$ cat src/core/flash_cmd_pkg.sv
package flash_cmd_pkg;
  // address and data widths
  localparam int ADDR_W = 19;
  localparam int DATA_W = 8;
  // guard sequence offsets
  localparam logic [15:0] OFS_5555 = 16'h5555;
  localparam logic [15:0] OFS_2AAA = 16'h2aaa;
  // command codes
  localparam logic [7:0] CMD_AA     = 8'haa;
  localparam logic [7:0] CMD_55     = 8'h55;
  localparam logic [7:0] CMD_PROG   = 8'ha0;
  localparam logic [7:0] CMD_ERASE  = 8'h80;
  localparam logic [7:0] CMD_ID_IN  = 8'h90;
  localparam logic [7:0] CMD_ID_OUT = 8'hf0;
  localparam logic [7:0] CMD_SECTOR = 8'h30;
  localparam logic [7:0] CMD_BLOCK  = 8'h50;
  localparam logic [7:0] CMD_CHIP   = 8'h10;
  // erased byte value
  localparam logic [7:0] ERASED_BYTE = 8'hff;
  // reset values
  localparam logic [7:0] RST_BYTE = 8'h00;
  // timing in the unit printed
  localparam int CLK_MHZ        = 25;
  localparam int GLITCH_NS      = 5;
  localparam int SETTLE_US      = 1;
  localparam int PROG_US        = 20;
  localparam int ERASE_MS       = 18;
  // least times round up to whole cycles
  localparam int GLITCH_CYC = (GLITCH_NS * CLK_MHZ + 999) / 1000 < 1 ? 1 :
                              (GLITCH_NS * CLK_MHZ + 999) / 1000;
  localparam int SETTLE_CYC = SETTLE_US * CLK_MHZ;
  localparam int PROG_CYC   = PROG_US * CLK_MHZ;
  localparam int ERASE_CYC  = ERASE_MS * 1000 * CLK_MHZ;
  // one bus write as seen by the sequencer
  typedef struct packed {
    logic [ADDR_W-1:0] addr;
    logic [DATA_W-1:0] data;
  } wr_cycle_t;
  // kinds of internal operation
  typedef enum logic [1:0] {OP_PROG, OP_SECTOR, OP_BLOCK, OP_CHIP} op_kind_t;
endpackage

$ cat src/core/flash_write_command_status.sv
`timescale 1ns/1ps
module flash_write_command_status
  import flash_cmd_pkg::*;
#(
  parameter int          ADDR_BITS   = ADDR_W,
  parameter int          PROG_CYCLES = PROG_CYC,
  parameter int          ERASE_CYCLES = ERASE_CYC,
  parameter int          SECTOR_BITS = 12,
  parameter int          BLOCK_BITS  = 16,
  parameter logic [7:0]  MAKER_CODE  = 8'h3c, // value is arbitrary
  parameter logic [7:0]  DEVICE_CODE = 8'h4d  // value is arbitrary
) (
  // clock and reset
  input  wire logic                 i_clock,
  input  wire logic                 i_srst,
  // parallel bus strobes and mode
  input  wire logic                 i_parallel_programming_mode,
  input  wire logic                 i_we_n,
  input  wire logic                 i_oe_n,
  input  wire logic [ADDR_BITS-1:0] i_addr,
  input  wire logic [7:0]           i_wdata,
  // read data back from the array
  input  wire logic [7:0]           i_array_rdata,
  // read path
  output logic [7:0]                o_rdata,
  // array write port
  output logic                      o_array_we,
  output logic [ADDR_BITS-1:0]      o_array_addr,
  output logic [7:0]                o_array_wdata,
  // erase request
  output logic                      o_erase,
  output logic [1:0]                o_erase_kind,
  // status
  output logic                      o_busy,
  output logic                      o_id_mode
);

  // sequencer states
  typedef enum logic [2:0] {S_IDLE, S_G1, S_G2, S_PROG, S_E3, S_E4, S_E5} seq_t;
  // internal operation in progress
  typedef enum logic [1:0] {B_IDLE, B_PROG, B_ERASE} busy_t;

  // timer wide enough for the longest erase
  localparam int CNT_W = $clog2(ERASE_CYCLES + 1);

  seq_t               seq_ff, nxt_seq;           // command decoder state
  busy_t              bst_ff, nxt_bst;           // internal operation state
  logic [CNT_W-1:0]   cnt_ff, nxt_cnt;           // operation timer
  logic [7:0]         glen_ff, nxt_glen;         // strobe low width
  logic               we_n_ff, nxt_we_n;         // previous strobe level
  logic               oe_n_ff, nxt_oe_n;         // previous output enable
  logic               tog_ff, nxt_tog;           // alternating status bit
  logic [7:0]         pdata_ff, nxt_pdata;       // byte being programmed
  logic               id_ff, nxt_id;             // identification mode
  logic [7:0]         rdata_ff, nxt_rdata;       // read data register
  logic               awe_ff, nxt_awe;           // array write pulse
  logic [ADDR_BITS-1:0] aaddr_ff, nxt_aaddr;     // array address
  logic [7:0]         awd_ff, nxt_awd;           // array write data
  logic               ers_ff, nxt_ers;           // erase pulse
  logic [1:0]         ekind_ff, nxt_ekind;       // erase kind
  logic               wr_take;                   // accepted write strobe
  wr_cycle_t          cyc;                       // write being decoded
  logic               at_5555, at_2aaa;          // guard offsets hit
  logic               rd_edge;                   // start of a read

  // one decoded write cycle; guard offsets use the low sixteen bits
  assign cyc     = '{addr: ADDR_W'(i_addr), data: i_wdata};
  assign at_5555 = cyc.addr[15:0] == OFS_5555;
  assign at_2aaa = cyc.addr[15:0] == OFS_2AAA;
  // rising strobe after a long enough low, not in write inhibit
  assign wr_take = i_we_n && !we_n_ff && (glen_ff >= 8'(GLITCH_CYC))
                   && oe_n_ff && i_oe_n;
  // oe falling with strobe high starts a read
  assign rd_edge = !i_oe_n && oe_n_ff && i_we_n;

  // next state of decoder, timer and status
  always_comb begin
    nxt_seq   = seq_ff;
    nxt_bst   = bst_ff;
    nxt_cnt   = cnt_ff;
    nxt_we_n  = i_we_n;
    nxt_oe_n  = i_oe_n;
    // strobe low width saturates so long lows never wrap
    nxt_glen  = i_we_n ? 8'h00 : (glen_ff == 8'hff ? glen_ff : glen_ff + 8'h01);
    nxt_tog   = tog_ff;
    nxt_pdata = pdata_ff;
    nxt_id    = id_ff;
    nxt_rdata = rdata_ff;
    nxt_awe   = 1'b0;
    nxt_aaddr = aaddr_ff;
    nxt_awd   = awd_ff;
    nxt_ers   = 1'b0;
    nxt_ekind = ekind_ff;
    // operation timer
    if (bst_ff != B_IDLE) begin
      if (cnt_ff == '0) begin
        nxt_bst = B_IDLE;
      end else begin
        nxt_cnt = cnt_ff - CNT_W'(1);
      end
    end
    // command decode only when idle
    if (wr_take && bst_ff == B_IDLE) begin
      nxt_seq = S_IDLE;
      unique case (seq_ff)
        S_IDLE: begin
          if (cyc.data == CMD_ID_OUT) begin
            nxt_id = 1'b0;
          end else if (at_5555 && cyc.data == CMD_AA) begin
            nxt_seq = S_G1;
          end
        end
        S_G1: if (at_2aaa && cyc.data == CMD_55) nxt_seq = S_G2;
        S_G2: begin
          if (at_5555) begin
            unique case (cyc.data)
              CMD_PROG:   nxt_seq = S_PROG;
              CMD_ERASE:  nxt_seq = S_E3;
              CMD_ID_IN:  nxt_id  = 1'b1;
              CMD_ID_OUT: nxt_id  = 1'b0;
              default:    nxt_seq = S_IDLE;
            endcase
          end
        end
        S_PROG: begin
          // fourth strobe starts the program
          nxt_bst   = B_PROG;
          nxt_cnt   = CNT_W'(PROG_CYCLES - 1);
          nxt_pdata = cyc.data;
          nxt_awe   = 1'b1;
          nxt_aaddr = cyc.addr[ADDR_BITS-1:0];
          nxt_awd   = cyc.data;
        end
        S_E3: if (at_5555 && cyc.data == CMD_AA) nxt_seq = S_E4;
        S_E4: if (at_2aaa && cyc.data == CMD_55) nxt_seq = S_E5;
        S_E5: begin
          // sixth strobe starts the erase
          nxt_aaddr = cyc.addr[ADDR_BITS-1:0];
          if (cyc.data == CMD_SECTOR) begin
            nxt_ekind = OP_SECTOR;
            nxt_ers   = 1'b1;
          end else if (cyc.data == CMD_BLOCK) begin
            nxt_ekind = OP_BLOCK;
            nxt_ers   = 1'b1;
          end else if (cyc.data == CMD_CHIP && at_5555 &&
                       i_parallel_programming_mode) begin
            nxt_ekind = OP_CHIP;
            nxt_ers   = 1'b1;
          end
          // any accepted erase kind starts the timer
          if (nxt_ers) begin
            nxt_bst = B_ERASE;
            nxt_cnt = CNT_W'(ERASE_CYCLES - 1);
            nxt_awd = ERASED_BYTE;
          end
        end
      endcase
    end
    // read path: status while busy, id codes, else array
    if (rd_edge) begin
      unique case (bst_ff)
        B_PROG: begin
          nxt_rdata = {~pdata_ff[7], tog_ff, 6'h00};
          nxt_tog   = ~tog_ff;
        end
        B_ERASE: begin
          nxt_rdata = {1'b0, tog_ff, 6'h00};
          nxt_tog   = ~tog_ff;
        end
        B_IDLE: begin
          if (id_ff && i_addr[ADDR_BITS-1:1] == '0) begin
            nxt_rdata = i_addr[0] ? DEVICE_CODE : MAKER_CODE;
          end else begin
            nxt_rdata = i_array_rdata;
          end
        end
        default: nxt_rdata = rdata_ff;
      endcase
    end
  end

  // register all state; reset gives normal array read
  always_ff @(posedge i_clock) begin
    if (i_srst) begin
      seq_ff   <= S_IDLE;
      bst_ff   <= B_IDLE;
      cnt_ff   <= '0;
      glen_ff  <= 8'h00;
      we_n_ff  <= 1'b1;
      oe_n_ff  <= 1'b1;
      tog_ff   <= 1'b0;
      pdata_ff <= RST_BYTE;
      id_ff    <= 1'b0;
      rdata_ff <= RST_BYTE;
      awe_ff   <= 1'b0;
      aaddr_ff <= '0;
      awd_ff   <= RST_BYTE;
      ers_ff   <= 1'b0;
      ekind_ff <= 2'h0;
    end else begin
      seq_ff   <= nxt_seq;
      bst_ff   <= nxt_bst;
      cnt_ff   <= nxt_cnt;
      glen_ff  <= nxt_glen;
      we_n_ff  <= nxt_we_n;
      oe_n_ff  <= nxt_oe_n;
      tog_ff   <= nxt_tog;
      pdata_ff <= nxt_pdata;
      id_ff    <= nxt_id;
      rdata_ff <= nxt_rdata;
      awe_ff   <= nxt_awe;
      aaddr_ff <= nxt_aaddr;
      awd_ff   <= nxt_awd;
      ers_ff   <= nxt_ers;
      ekind_ff <= nxt_ekind;
    end
  end

  // outputs from flip-flops
  assign o_rdata       = rdata_ff;
  assign o_array_we    = awe_ff;
  assign o_array_addr  = aaddr_ff;
  assign o_array_wdata = awd_ff;
  assign o_erase       = ers_ff;
  assign o_erase_kind  = ekind_ff;
  assign o_busy        = bst_ff != B_IDLE;
  assign o_id_mode     = id_ff;

  // checks
  // status reads while an operation runs
  prog_poll_a: assert property (@(posedge i_clock) disable iff (i_srst)
    (rd_edge && bst_ff == B_PROG) |=> o_rdata[7] == ~pdata_ff[7])
    else $error("program poll bit not complemented");
  erase_poll_a: assert property (@(posedge i_clock) disable iff (i_srst)
    (rd_edge && bst_ff == B_ERASE) |=> o_rdata[7] == 1'b0)
    else $error("erase poll bit not zero");
  toggle_bit_a: assert property (@(posedge i_clock) disable iff (i_srst)
    (rd_edge && bst_ff != B_IDLE) |=> tog_ff != $past(tog_ff))
    else $error("status bit did not alternate");
  // write filters
  glitch_rej_a: assert property (@(posedge i_clock) disable iff (i_srst)
    (glen_ff < 8'(GLITCH_CYC)) |-> !wr_take)
    else $error("short strobe accepted");
  inhibit_wr_a: assert property (@(posedge i_clock) disable iff (i_srst)
    (!i_oe_n || !oe_n_ff) |=> !o_array_we && !o_erase)
    else $error("write taken during inhibit");
  // command effects
  busy_ignore_a: assert property (@(posedge i_clock) disable iff (i_srst)
    (o_busy && nxt_bst != B_IDLE) |=> !o_array_we && !o_erase)
    else $error("command acted on while busy");
  chip_pp_a: assert property (@(posedge i_clock) disable iff (i_srst)
    (o_erase && o_erase_kind == OP_CHIP) |-> $past(i_parallel_programming_mode))
    else $error("chip erase outside parallel mode");
  prog_start_a: assert property (@(posedge i_clock) disable iff (i_srst)
    o_array_we |-> o_busy && $past(seq_ff) == S_PROG)
    else $error("program without guard sequence");
  erase_ones_a: assert property (@(posedge i_clock) disable iff (i_srst)
    o_erase |-> o_array_wdata == ERASED_BYTE)
    else $error("erase value not all ones");
  id_exit_a: assert property (@(posedge i_clock) disable iff (i_srst)
    (wr_take && !o_busy && seq_ff == S_IDLE && i_wdata == CMD_ID_OUT) |=> !o_id_mode)
    else $error("id mode not left");
  seq_drop_a: assert property (@(posedge i_clock) disable iff (i_srst)
    (wr_take && bst_ff == B_IDLE && seq_ff == S_G1 && !(at_2aaa && cyc.data == CMD_55))
    |=> seq_ff == S_IDLE)
    else $error("broken sequence kept");
  erase_start_a: assert property (@(posedge i_clock) disable iff (i_srst)
    o_erase |-> o_busy && $past(seq_ff) == S_E5)
    else $error("erase without guard sequence");
  toggle_hold_a: assert property (@(posedge i_clock) disable iff (i_srst)
    (rd_edge && bst_ff == B_IDLE) |=> tog_ff == $past(tog_ff))
    else $error("status bit alternated while idle");
  id_reset_a: assert property (@(posedge i_clock)
    ($past(i_srst) && !i_srst) |-> !o_id_mode && !o_busy)
    else $error("reset left id mode or busy");

  // coverage of the main scenarios
  prog_cov: cover property (@(posedge i_clock) disable iff (i_srst) o_array_we);
  erase_cov: cover property (@(posedge i_clock) disable iff (i_srst) o_erase);
  id_cov: cover property (@(posedge i_clock) disable iff (i_srst) $rose(o_id_mode));
  done_cov: cover property (@(posedge i_clock) disable iff (i_srst) $fell(o_busy));
  chip_cov: cover property (@(posedge i_clock) disable iff (i_srst)
    o_erase && o_erase_kind == OP_CHIP);

endmodule

$ cat config.mk
export PLATFORM = sky130hd
export DESIGN_NAME = flash_write_command_status
export DESIGN_NICKNAME = d
export VERILOG_FILES = /design/src/core/flash_cmd_pkg.sv /design/src/core/flash_write_command_status.sv
export SDC_FILE = /design/constraint.sdc
export NUM_CORES = 1
export LEC_CHECK = 0
export BUFFER_PORTS_ARGS = -buffer_cell sky130_fd_sc_hd__buf_4
export CAP_MARGIN = 30
export CELL_PAD_IN_SITES_DETAIL_PLACEMENT = 0
export CELL_PAD_IN_SITES_GLOBAL_PLACEMENT = 1
export CORE_MARGIN = 3
export CORE_UTILIZATION = 44
export CTS_CLUSTER_SIZE = 8
export DETAILED_ROUTE_END_ITERATION = 10
export PLACE_DENSITY_LB_ADDON = 0.3
export SETUP_SLACK_MARGIN = 0.15
export SYNTH_ARGS = -nofsm -noshare
export SYNTH_HDL_FRONTEND = slang
export SYNTH_SLANG_ARGS = --single-unit
$ cat constraint.sdc
create_clock -name i_clock -period 4.4 [get_ports i_clock]
set_clock_uncertainty 0.05 [all_clocks]
set_input_delay 0.22 -clock i_clock [delete_from_list [all_inputs] [get_ports i_clock]]
set_output_delay 0.22 -clock i_clock [all_outputs]
set_load 0.005 [all_outputs]
==> results of run 1 <==
worst min path at each step:
stage	start	end	cells past startpoint
2_1_floorplan	i_oe_n	oe_n_ff$_SDFF_PP1_	1
3_3_place_gp	o_rdata[0]$_SDFFE_PP0P_	o_rdata[0]$_SDFFE_PP0P_	2
3_5_place_dp	i_oe_n	oe_n_ff$_SDFF_PP1_	2
4_1_cts	i_oe_n	oe_n_ff$_SDFF_PP1_	2
5_1_grt	i_oe_n	oe_n_ff$_SDFF_PP1_	2
6_report	i_oe_n	oe_n_ff$_SDFF_PP1_	2
worst reg2reg max path, delay by kind of cell (launching register included):
kind	cells	cell delay [ns]
compound gates	2	0.89
simple gates	3	0.79
fa+ha+maj	1	0.40
flops	1	0.32
buf+inv	1	0.10
layout make-up:
type	instances	area, µm²
Inverter	14	52.6
Tap cell	102	128
Fill cell	740	3360
Clock inverter	6	63.8
Multi-Input combinational cell	319	2090
Sequential cell	76	1520
Timing Repair Buffer	81	608
Clock buffer	10	138
metal layers:
metal / part of all wire / wire length (µm) / track usage
met4: 0.0078 / 80 / 0.0441
met5: 0 / 0 / 0
met2: 0.47 / 4850 / 0.336
met1: 0.47 / 4850 / 0.300
met3: 0.046 / 472 / 0.0386
registers in the layout (all words and copies together), names as in the netlist, 2 cells and up:
| register | count |
|---|---|
| bst_ff | 2 |
| o_erase_kind | 2 |
| glen_ff | 8 |
| o_array_addr | 19 |
| o_rdata | 8 |
| cnt_ff | 19 |
| o_array_wdata | 8 |
| seq_ff | 3 |
cells in the final DEF, fill, tap and decap left out, drive strengths merged, types with 13 or more instances in the layout:
cell   instances
buf           81
nand2         26
a21oi         21
nor3          15
mux2i         23
nand4         15
o21ai         15
nor2          63
dfxtp         76
inv           13
stage by stage:
step	std cells	setup slack, ns	instance area, µm²	hold WS [ns]	total power, mW
floorplan	426	2.05	3740	0.277	0.747
global placement	592	1.78	4400	0.390	0.795
detailed placement	592	1.71	4400	0.393	0.797
CTS	608	1.69	4600	0.0266	1.34
global route	608	1.46	4600	0.0246	1.38
finish	608	1.70	4600	0.0342	1.33
power by group through the flow:
stage          Clock, mW  Sequential [mW]  Combinational, mW
6_report           0.555            0.696             0.0840
5_1_grt            0.594            0.697             0.0925
4_1_cts            0.562            0.696             0.0843
3_5_place_dp           0            0.713             0.0840
3_3_place_gp           0            0.712             0.0829
2_1_floorplan          0            0.712             0.0347
cell families (layout without fill, tap and decap cells):
| group | Yosys count | after routing | share of synthesized area |
|---|---|---|---|
| compound gates | 75 | 75 | 0.144 |
| mux | 23 | 23 | 0.0616 |
| buf+inv | 31 | 111 | 0.0341 |
| flops | 76 | 76 | 0.407 |
| fa+ha+maj | 8 | 8 | 0.0268 |
| xor+xnor | 15 | 15 | 0.0351 |
| simple gates | 198 | 198 | 0.291 |
==> flow_summary_export.csv, run 1 <==
group,metric,value,unit
outcome,status,"finished clean",
floorplan,io-pin-count,81,
floorplan,die_y,98.2,µm
global_routing,grt_max_degree,53,
finish,syn_to_final_growth,23.2,%
job,cap_violations,0,
worst_setup_path,startpoint_type,"register",
global_routing,antenna_found_initial,0,
worst_setup_path,r2r_slack,1.70,ns
floorplan,dieArea,0.00964,mm²
power_and_ir_drop,p_int,1.01,mW
worst_setup_path,crit_family,"compound AO/OA/AOI/OAI gates",
sta,finalSetupTns,0,ns
place,place_hpwl,7600,µm
place,globalplace.congestion,0.908,
synth,yosys-top-cells-area,"dfxtp_1 (41%), nor2_1 (6.3%), mux2i_1 (6.2%)",
detailed_routing,drc,0,
power_and_ir_drop,switching_share,0.245,
worst_setup_path,reg2regPathDepth,7,
sta,worst_pin_slew,0.924,ns
sta,hold_violations,0,
power_and_ir_drop,pwr-share-seq,0.522,
synth,synth_nets,474,
floorplan,core,0.00797,mm²
power_and_ir_drop,p_switching,327,µW
worst_setup_path,endpoint,"cnt_ff[16]$_SDFF_PP0_",
detailed_routing,vias_per_cell,5.76,
worst_setup_path,r2r-start,"bst_ff[0]$_SDFF_PP0_",
hold_path,hp-class,"input pin to register",
synth,synth_common_cells,"dfxtp_1 (76), nor2_1 (63), nand2_1 (25), mux2i_1 (23), a21oi_1 (20)",
clocking,cts_buffer_depth,2,
clocking,clkSinkCount,76,
power_and_ir_drop,peakVddDrop,0.126,mV
sta,report.final.setup_viol,0,
worst_setup_path,critPathBufInv,1,
synth,seq_area_frac_synth,0.407,
synth,yosysTopAreaCell,"dfxtp_1",
worst_setup_path,critical_path_class,"register to register",
finish,fin_nets,549,
sta,grt_setup_unrepaired,"false",
sta,maxSlewHeadroom,0.378,
finish,diodes,0,
global_routing,grt_pass1_vias,3315,
power_and_ir_drop,power.density,290,mW/mm²
synth,synth-seq-cells,76,
detailed_routing,ant_nets,0,
sta,slew_viol_final,0,
worst_setup_path,cp_cell_sequence,"inv_1, ha_1, nand4_1, a2111oi_2, nand2_1, a21oi_2, nor4_1",
global_routing,grt-ovfl-total,0,
sta,final.min_clock_period,2.70,ns
synth,yosysWarningCount,0,
worst_setup_path,critPathMaxStageDelay,0.54,ns
floorplan,die_w,98.2,µm
detailed_routing,num_vias,3504,
detailed_routing,wirelength,10300,µm
global_routing,track_usage,0.211,
worst_setup_path,cp-end-kind,"register",
clocking,clk_latency,0.35,ns
finish,final_core_util,0.578,
power_and_ir_drop,clockPowerShare,0.415,
worst_setup_path,critical_path.max_fanout,16,
detailed_routing,routedWlPerCell,16.9,µm
synth,ys_async_sr_fraction,0,
worst_setup_path,critPathLaunch,"bst_ff[0]$_SDFF_PP0_",
synth,synth-edff-count,0,
synth,ys.flop_type,"dfxtp_1",
worst_setup_path,crit_path_top_delay_cell,"a2111oi_2",
place,place.port_buffers,80,
power_and_ir_drop,p_comb_frac,0.063,
global_routing,grt_pass1_wl,16800,µm
finish,drive_above_1_share,0.237,
clocking,holdBufCountCts,0,
clocking,cts_root_buf,"clkbuf_8",
worst_setup_path,worstPathArrival,2.86,ns
clocking,cts_tree,"done",
synth,avgSynthCellArea,8.78,µm²
sta,max_freq,370,MHz
detailed_routing,drtIter0Drc,202,
synth,synth_cells,426,
worst_setup_path,cp.depth,7,
floorplan,start_util,0.469,
worst_setup_path,required,4.56,ns
sta,fin_crit_sh,0.614,
synth,yosysTopAreaCellShare,0.407,
synth,yosysUniqueCellTypes,60,
clocking,post_cts_resized,0,
clocking,cts-buffers-inserted,9,
clocking,clk_pin_slew,0.08,ns
power_and_ir_drop,cellLeakagePower,1.92,nW
synth,post-synth-top-count-cell,"dfxtp_1",
synth,synth_area,0.00374,mm²
detailed_routing,drt_pre_antenna_iters,5,
floorplan,rows,32,
clocking,htree_num_levels,3,
worst_setup_path,r2r_end,"cnt_ff[16]$_SDFF_PP0_",
clocking,post_cts_buffers,0,
Note: power is estimated with default switching activity, not from simulation.
==> run 2, diff against run 1 <==
--- a/config.mk
+++ b/config.mk
@@ -5,12 +5,13 @@
 export SDC_FILE = /design/constraint.sdc
 export NUM_CORES = 1
 export LEC_CHECK = 0
+export ABC_AREA = 1
 export BUFFER_PORTS_ARGS = -buffer_cell sky130_fd_sc_hd__buf_4
 export CAP_MARGIN = 30
 export CELL_PAD_IN_SITES_DETAIL_PLACEMENT = 0
 export CELL_PAD_IN_SITES_GLOBAL_PLACEMENT = 1
 export CORE_MARGIN = 3
-export CORE_UTILIZATION = 44
+export CORE_UTILIZATION = 35
 export CTS_CLUSTER_SIZE = 8
 export DETAILED_ROUTE_END_ITERATION = 10
 export PLACE_DENSITY_LB_ADDON = 0.3
==> constraint.sdc (replaced) <==
create_clock -name i_clock -period 2.3 [get_ports i_clock]
set_clock_uncertainty 0.05 [all_clocks]
set_input_delay 0.115 -clock i_clock [delete_from_list [all_inputs] [get_ports i_clock]]
set_output_delay 0.115 -clock i_clock [all_outputs]
set_load 0.005 [all_outputs]
==> flow_summary_export.csv, run 2 <==
group,metric,value,unit
outcome,status,"finished clean",
sta,maxSlewHeadroom,0.722,
finish,final-seq-area,0.00152,mm²
synth,yosys-top-cells-area,"dfxtp_1 (39%), nand2_1 (9.8%), nor2_1 (9.8%)",
synth,yosysTopAreaCellShare,0.388,
job,cap_violations,0,
finish,syn_to_final_growth,30.6,%
floorplan,core,0.0109,mm²
sta,grt_setup_unrepaired,"true",
hold_path,hp-class,"input pin to register",
clocking,post_cts_buffers,0,
clocking,clk_pin_slew,0.08,ns
synth,yosysWarningCount,0,
finish,final_core_util,0.471,
detailed_routing,drtIter0Drc,141,
detailed_routing,routedWlPerCell,13.4,µm
detailed_routing,drc,0,
worst_setup_path,worstPathArrival,2.20,ns
sta,slew_viol_final,0,
synth,avgSynthCellArea,6.95,µm²
floorplan,die_y,112,µm
global_routing,grt_pass1_wl,18400,µm
synth,synth-edff-count,0,
global_routing,track_usage,0.180,
global_routing,grt-ovfl-total,0,
place,place_hpwl,8220,µm
detailed_routing,ant_nets,0,
clocking,clkSinkCount,76,
power_and_ir_drop,peakVddDrop,0.219,mV
floorplan,io-pin-count,81,
sta,hold_violations,0,
global_routing,grt_max_degree,31,
worst_setup_path,required,2.52,ns
worst_setup_path,critPathMaxStageDelay,0.38,ns
sta,fin_crit_sh,0.860,
synth,synth-seq-cells,76,
sta,setup_ws,0.321,ns
finish,multiInputGateArea,0.00211,mm²
synth,yosysTopAreaCell,"dfxtp_1",
clocking,cts_buffer_depth,2,
detailed_routing,num_vias,3910,
synth,yosysUniqueCellTypes,37,
power_and_ir_drop,fin_total_pwr,2.71,mW
worst_setup_path,cpMostUsedCell,"nand2_2",
worst_setup_path,critical_path_class,"register to register",
clocking,htree_num_levels,3,
finish,diodes,0,
finish,fin_nets,720,
clocking,cts-buffers-inserted,9,
floorplan,rows,38,
synth,ys.flop_type,"dfxtp_1",
worst_setup_path,cp_cell_sequence,"inv_1, ha_1, nor2_1, nand4_1, nand2_4, clkinv_4, nand2_2, nand2_2, inv_2, nand2_1, o21ai_0",
finish,final_common_cell,"nand2_1",
worst_setup_path,crit_path_top_delay_cell,"dfxtp_1",
sta,worst_pin_slew,0.417,ns
finish,fillers,1099,
synth,synth_common_cells,"nand2_1 (102), nor2_1 (102), dfxtp_1 (76), inv_1 (56), nand3_1 (43)",
finish,most-common-layout-cells,"nand2_1 (102), nor2_1 (101), buf_4 (83)",
worst_setup_path,startpoint_type,"register",
place,place.port_buffers,80,
clocking,cts_tree,"done",
floorplan,die_w,112,µm
detailed_routing,drt_pre_antenna_iters,4,
synth,synth_cells,565,
floorplan,start_util,0.361,
sta,finalSetupTns,0,ns
synth,synth_area,0.00393,mm²
clocking,clk_latency,0.35,ns
worst_setup_path,critical_path.max_fanout,10,
place,dp_slack,0.212,ns
sta,report.final.setup_viol,0,
power_and_ir_drop,cellLeakagePower,2.30,nW
global_routing,antenna_found_initial,0,
finish,drive_above_1_share,0.219,
worst_setup_path,cp-end-kind,"register",
synth,synth_nets,613,
clocking,cts_root_buf,"clkbuf_8",
global_routing,grt_pass1_vias,3837,
sta,max_freq,505,MHz
place,globalplace.congestion,0.848,
sta,final.min_clock_period,1.98,ns
detailed_routing,vias_per_cell,4.79,
synth,seq_area_frac_synth,0.388,
detailed_routing,wirelength,10900,µm
floorplan,dieArea,0.0125,mm²
power_and_ir_drop,power.density,529,mW/mm²
synth,ys_async_sr_fraction,0,
==> run 2: path summary, 6_finish.rpt <==
check             cells after the start  slack, ns                       endpoint                     from
setup / recovery                     11       0.32           bst_ff[1]$_SDFF_PP0_  glen_ff[1]$_SDFFE_PP0P_
hold / removal                        3       0.02  o_array_wdata[3]$_SDFFE_PP0P_               i_wdata[3]
setup reg to reg                     11       0.32           bst_ff[1]$_SDFF_PP0_  glen_ff[1]$_SDFFE_PP0P_
hold reg to reg                       2       0.42        o_rdata[2]$_SDFFE_PP0P_  o_rdata[2]$_SDFFE_PP0P_
==> run 2: report_power, final <==
part / internal [mW] / switching [mW]
combinational: 0.104 / 0.109
clock: 0.663 / 0.503
sequential: 1.32 / 0.00742
total: 2.09 / 0.619
==> run 2: area by class of cell <==
type                            count  area share
Clock buffer                       11      0.0295
Clock inverter                      4      0.0142
Inverter                           62      0.0474
Multi-Input combinational cell    417       0.412
Sequential cell                    76       0.297
Tap cell                          140      0.0342
Timing Repair Buffer              106       0.166
==> run 2: cell families after synthesis <==
group,Yosys count,share of synthesized area
flip-flops,76,0.388
adder cells (fa/ha/maj),8,0.0255
buffers and inverters,72,0.0778
XOR/XNOR,6,0.0134
AND/OR/NAND/NOR,304,0.345
AO/OA/AOI/OAI,99,0.151
==> run 2: worst max-delay path: cells and delay by family, from the launching register on <==
family / cells / cell delay, ns
simple gates: 6 / 0.77
buf+inv: 3 / 0.34
compound gates: 1 / 0.16
flops: 1 / 0.38
fa+ha+maj: 1 / 0.18
==> run 2: stage by stage <==
step / hold slack, ns / instances / instance area (µm²)
final: 0.0205 / 816 / 5130
after global routing: 0.0291 / 816 / 5130
after CTS: 0.00301 / 816 / 5110
after detailed placement: 0.306 / 778 / 4660
after global placement: 0.300 / 778 / 4660
after floorplan: 0.137 / 565 / 3930
==> run 2: per-layer routing <==
layer	vias to the layer above	GRT usage	share of wire
met5	-	0	0
li1	2047	-	-
met4	0	0.0600	0.014
met1	1760	0.232	0.46
met3	11	0.0511	0.061
met2	92	0.292	0.46
==> run 2: what timing repair did <==
| action | CTS | global route |
|---|---|---|
| hold buffers | 23 | 0 |
| endpoints found under the setup margin | 0 | 16 |
| endpoints found under the hold margin | 23 | 0 |
| resized for setup | 0 | 4 |
==> run 3, diff against run 2 <==
--- a/config.mk
+++ b/config.mk
@@ -14,6 +14,7 @@
 export CORE_UTILIZATION = 35
 export CTS_CLUSTER_SIZE = 8
 export DETAILED_ROUTE_END_ITERATION = 10
+export HOLD_SLACK_MARGIN = 0.06
 export PLACE_DENSITY_LB_ADDON = 0.3
 export SETUP_SLACK_MARGIN = 0.15
 export SYNTH_ARGS = -nofsm -noshare
==> flow_summary_export.csv, run 3 (synthesis results as in run 2) <==
group,metric,value,unit
outcome,status,"finished clean",
finish,fin_nets,734,
sta,final.min_clock_period,1.98,ns
clocking,clkSinkCount,76,
sta,slew_viol_final,0,
worst_setup_path,r2r-start,"glen_ff[1]$_SDFFE_PP0P_",
finish,syn_to_final_growth,34.1,%
detailed_routing,vias_per_cell,4.78,
worst_setup_path,worstPathArrival,2.21,ns
clocking,cts_root_buf,"clkbuf_8",
worst_setup_path,critPathLaunch,"glen_ff[1]$_SDFFE_PP0P_",
power_and_ir_drop,cellLeakagePower,2.36,nW
detailed_routing,top_layer,"met4",
detailed_routing,wl_met2,5080,µm
global_routing,grt_pass1_wl,18600,µm
worst_setup_path,startpoint_type,"register",
power_and_ir_drop,pwr-share-seq,0.487,
power_and_ir_drop,p_switching,626,µW
floorplan,core,0.0109,mm²
finish,design_area,0.00527,mm²
worst_setup_path,critical_path.max_fanout,10,
place,globalplace.congestion,0.848,
sta,finalSetupTns,0,ns
clocking,cts-buffers-inserted,9,
worst_setup_path,critical_path_class,"register to register",
worst_setup_path,required,2.53,ns
finish,fillers,1076,
worst_setup_path,endpoint,"bst_ff[1]$_SDFF_PP0_",
hold_path,hp-class,"input pin to register",
power_and_ir_drop,switching_share,0.229,
floorplan,rows,38,
sta,hold_violations,0,
detailed_routing,drt_pre_antenna_iters,4,
floorplan,die_y,112,µm
sta,worst_pin_slew,0.434,ns
power_and_ir_drop,clockPowerShare,0.428,
clocking,htree_num_levels,3,
detailed_routing,met1_length,5100,µm
worst_setup_path,r2r_end,"bst_ff[1]$_SDFF_PP0_",
detailed_routing,routedWlPerCell,13.3,µm
finish,drive_above_1_share,0.214,
global_routing,grt_pass1_vias,3907,
detailed_routing,route.met3.wl,692,µm
worst_setup_path,reg2regPathDepth,11,
power_and_ir_drop,p_comb_frac,0.085,
place,dp.cells,778,
clocking,cts_buffer_depth,2,
global_routing,grt_max_degree,31,
sta,fin_crit_sh,0.861,
power_and_ir_drop,p_int,2.11,mW
floorplan,io-pin-count,81,
worst_setup_path,r2r_slack,0.32,ns
finish,final_common_cell,"nand2_1",
job,cap_violations,0,
power_and_ir_drop,power.density,519,mW/mm²
sta,report.final.setup_viol,0,
finish,final_cells,830,
global_routing,grt-ovfl-total,0,
worst_setup_path,cp-end-kind,"register",
sta,max_freq,505,MHz
finish,diodes,0,
power_and_ir_drop,peakVddDrop,0.219,mV
finish,most-common-layout-cells,"nand2_1 (102), nor2_1 (101), buf_4 (83)",
detailed_routing,ant_nets,0,
floorplan,start_util,0.361,
detailed_routing,num_vias,3967,
sta,maxSlewHeadroom,0.711,
detailed_routing,drc,0,
place,place.port_buffers,80,
floorplan,dieArea,0.0125,mm²
clocking,clk_pin_slew,0.08,ns
clocking,clk_latency,0.35,ns
place,dp_slack,0.212,ns
sta,setup_ws,0.319,ns
floorplan,die_w,112,µm
sta,grt_setup_unrepaired,"true",
detailed_routing,wirelength,11000,µm
place,placed_area,0.00466,mm²
global_routing,antenna_found_initial,0,
clocking,cts_tree,"done",
global_routing,track_usage,0.182,
place,place_hpwl,8220,µm
detailed_routing,drtIter0Drc,169,
[run 3: cell count changes in the layout (fill, tap and decap cells not counted), sizes merged]
cell / before / now
dlygate4sd3: 23 / 37
[run 3: cell type report]
class	count	area (µm²)	share of cell area
Tap cell	140	175	0.0333
Timing Repair Buffer	120	993	0.189
Clock buffer	11	151	0.0287
Inverter	62	243	0.0461
Sequential cell	76	1520	0.289
Multi-Input combinational cell	417	2110	0.401
Clock inverter	4	72.6	0.0138
[run 3: critical path, stage by stage, from the launching register on]
cell and delay, ns:
dfxtp_1 0.38, inv_1 0.09, ha_1 0.18, nor2_1 0.09, nand4_1 0.16, nand2_4 0.16
clkinv_4 0.09, nand2_2 0.18, nand2_2 0.12, inv_2 0.17, nand2_1 0.08, o21ai_0 0.16
[run 3: worst min-delay path by stage]
stage	start	endpoint	depth (start not counted)
after global routing	i_srst	o_array_addr[11]$_SDFFE_PP0P_	2
after detailed placement	i_oe_n	oe_n_ff$_SDFF_PP1_	2
after CTS	i_srst	o_array_addr[2]$_SDFFE_PP0P_	2
after global placement	i_oe_n	oe_n_ff$_SDFF_PP1_	2
after floorplan	i_srst	o_erase$_SDFF_PP0_	1
final	i_srst	o_array_addr[3]$_SDFFE_PP0P_	2
[run 3: per-layer routing]
layer / global-route usage / up-vias
met4: 0.0584 / 0
met5: 0 / -
met3: 0.0505 / 11
met1: 0.233 / 1787
met2: 0.297 / 96
li1: - / 2073
[run 3: what timing repair did]
action / in CTS / in global routing
setup buffers: 0 / 0
gates resized for setup: 0 / 4
endpoints found under the hold margin: 41 / 0
hold buffers: 37 / 0
setup endpoints to repair: 0 / 16
[run 3: stage by stage]
step                utilization  hold WS (ns)  power [mW]
finish                    0.484         0.136        2.73
CTS                       0.483         0.118        2.78
floorplan                     -         0.137        1.44
global route              0.484         0.131        2.86
global placement          0.428         0.300        1.54
detailed placement        0.428         0.306        1.54
[run 3: power by group through the flow]
stage	logic (mW)	registers, mW	clock network [mW]
CTS	0.232	1.33	1.22
global route	0.256	1.33	1.27
floorplan	0.0748	1.36	0
finish	0.233	1.33	1.17
global placement	0.180	1.36	0
detailed placement	0.181	1.36	0
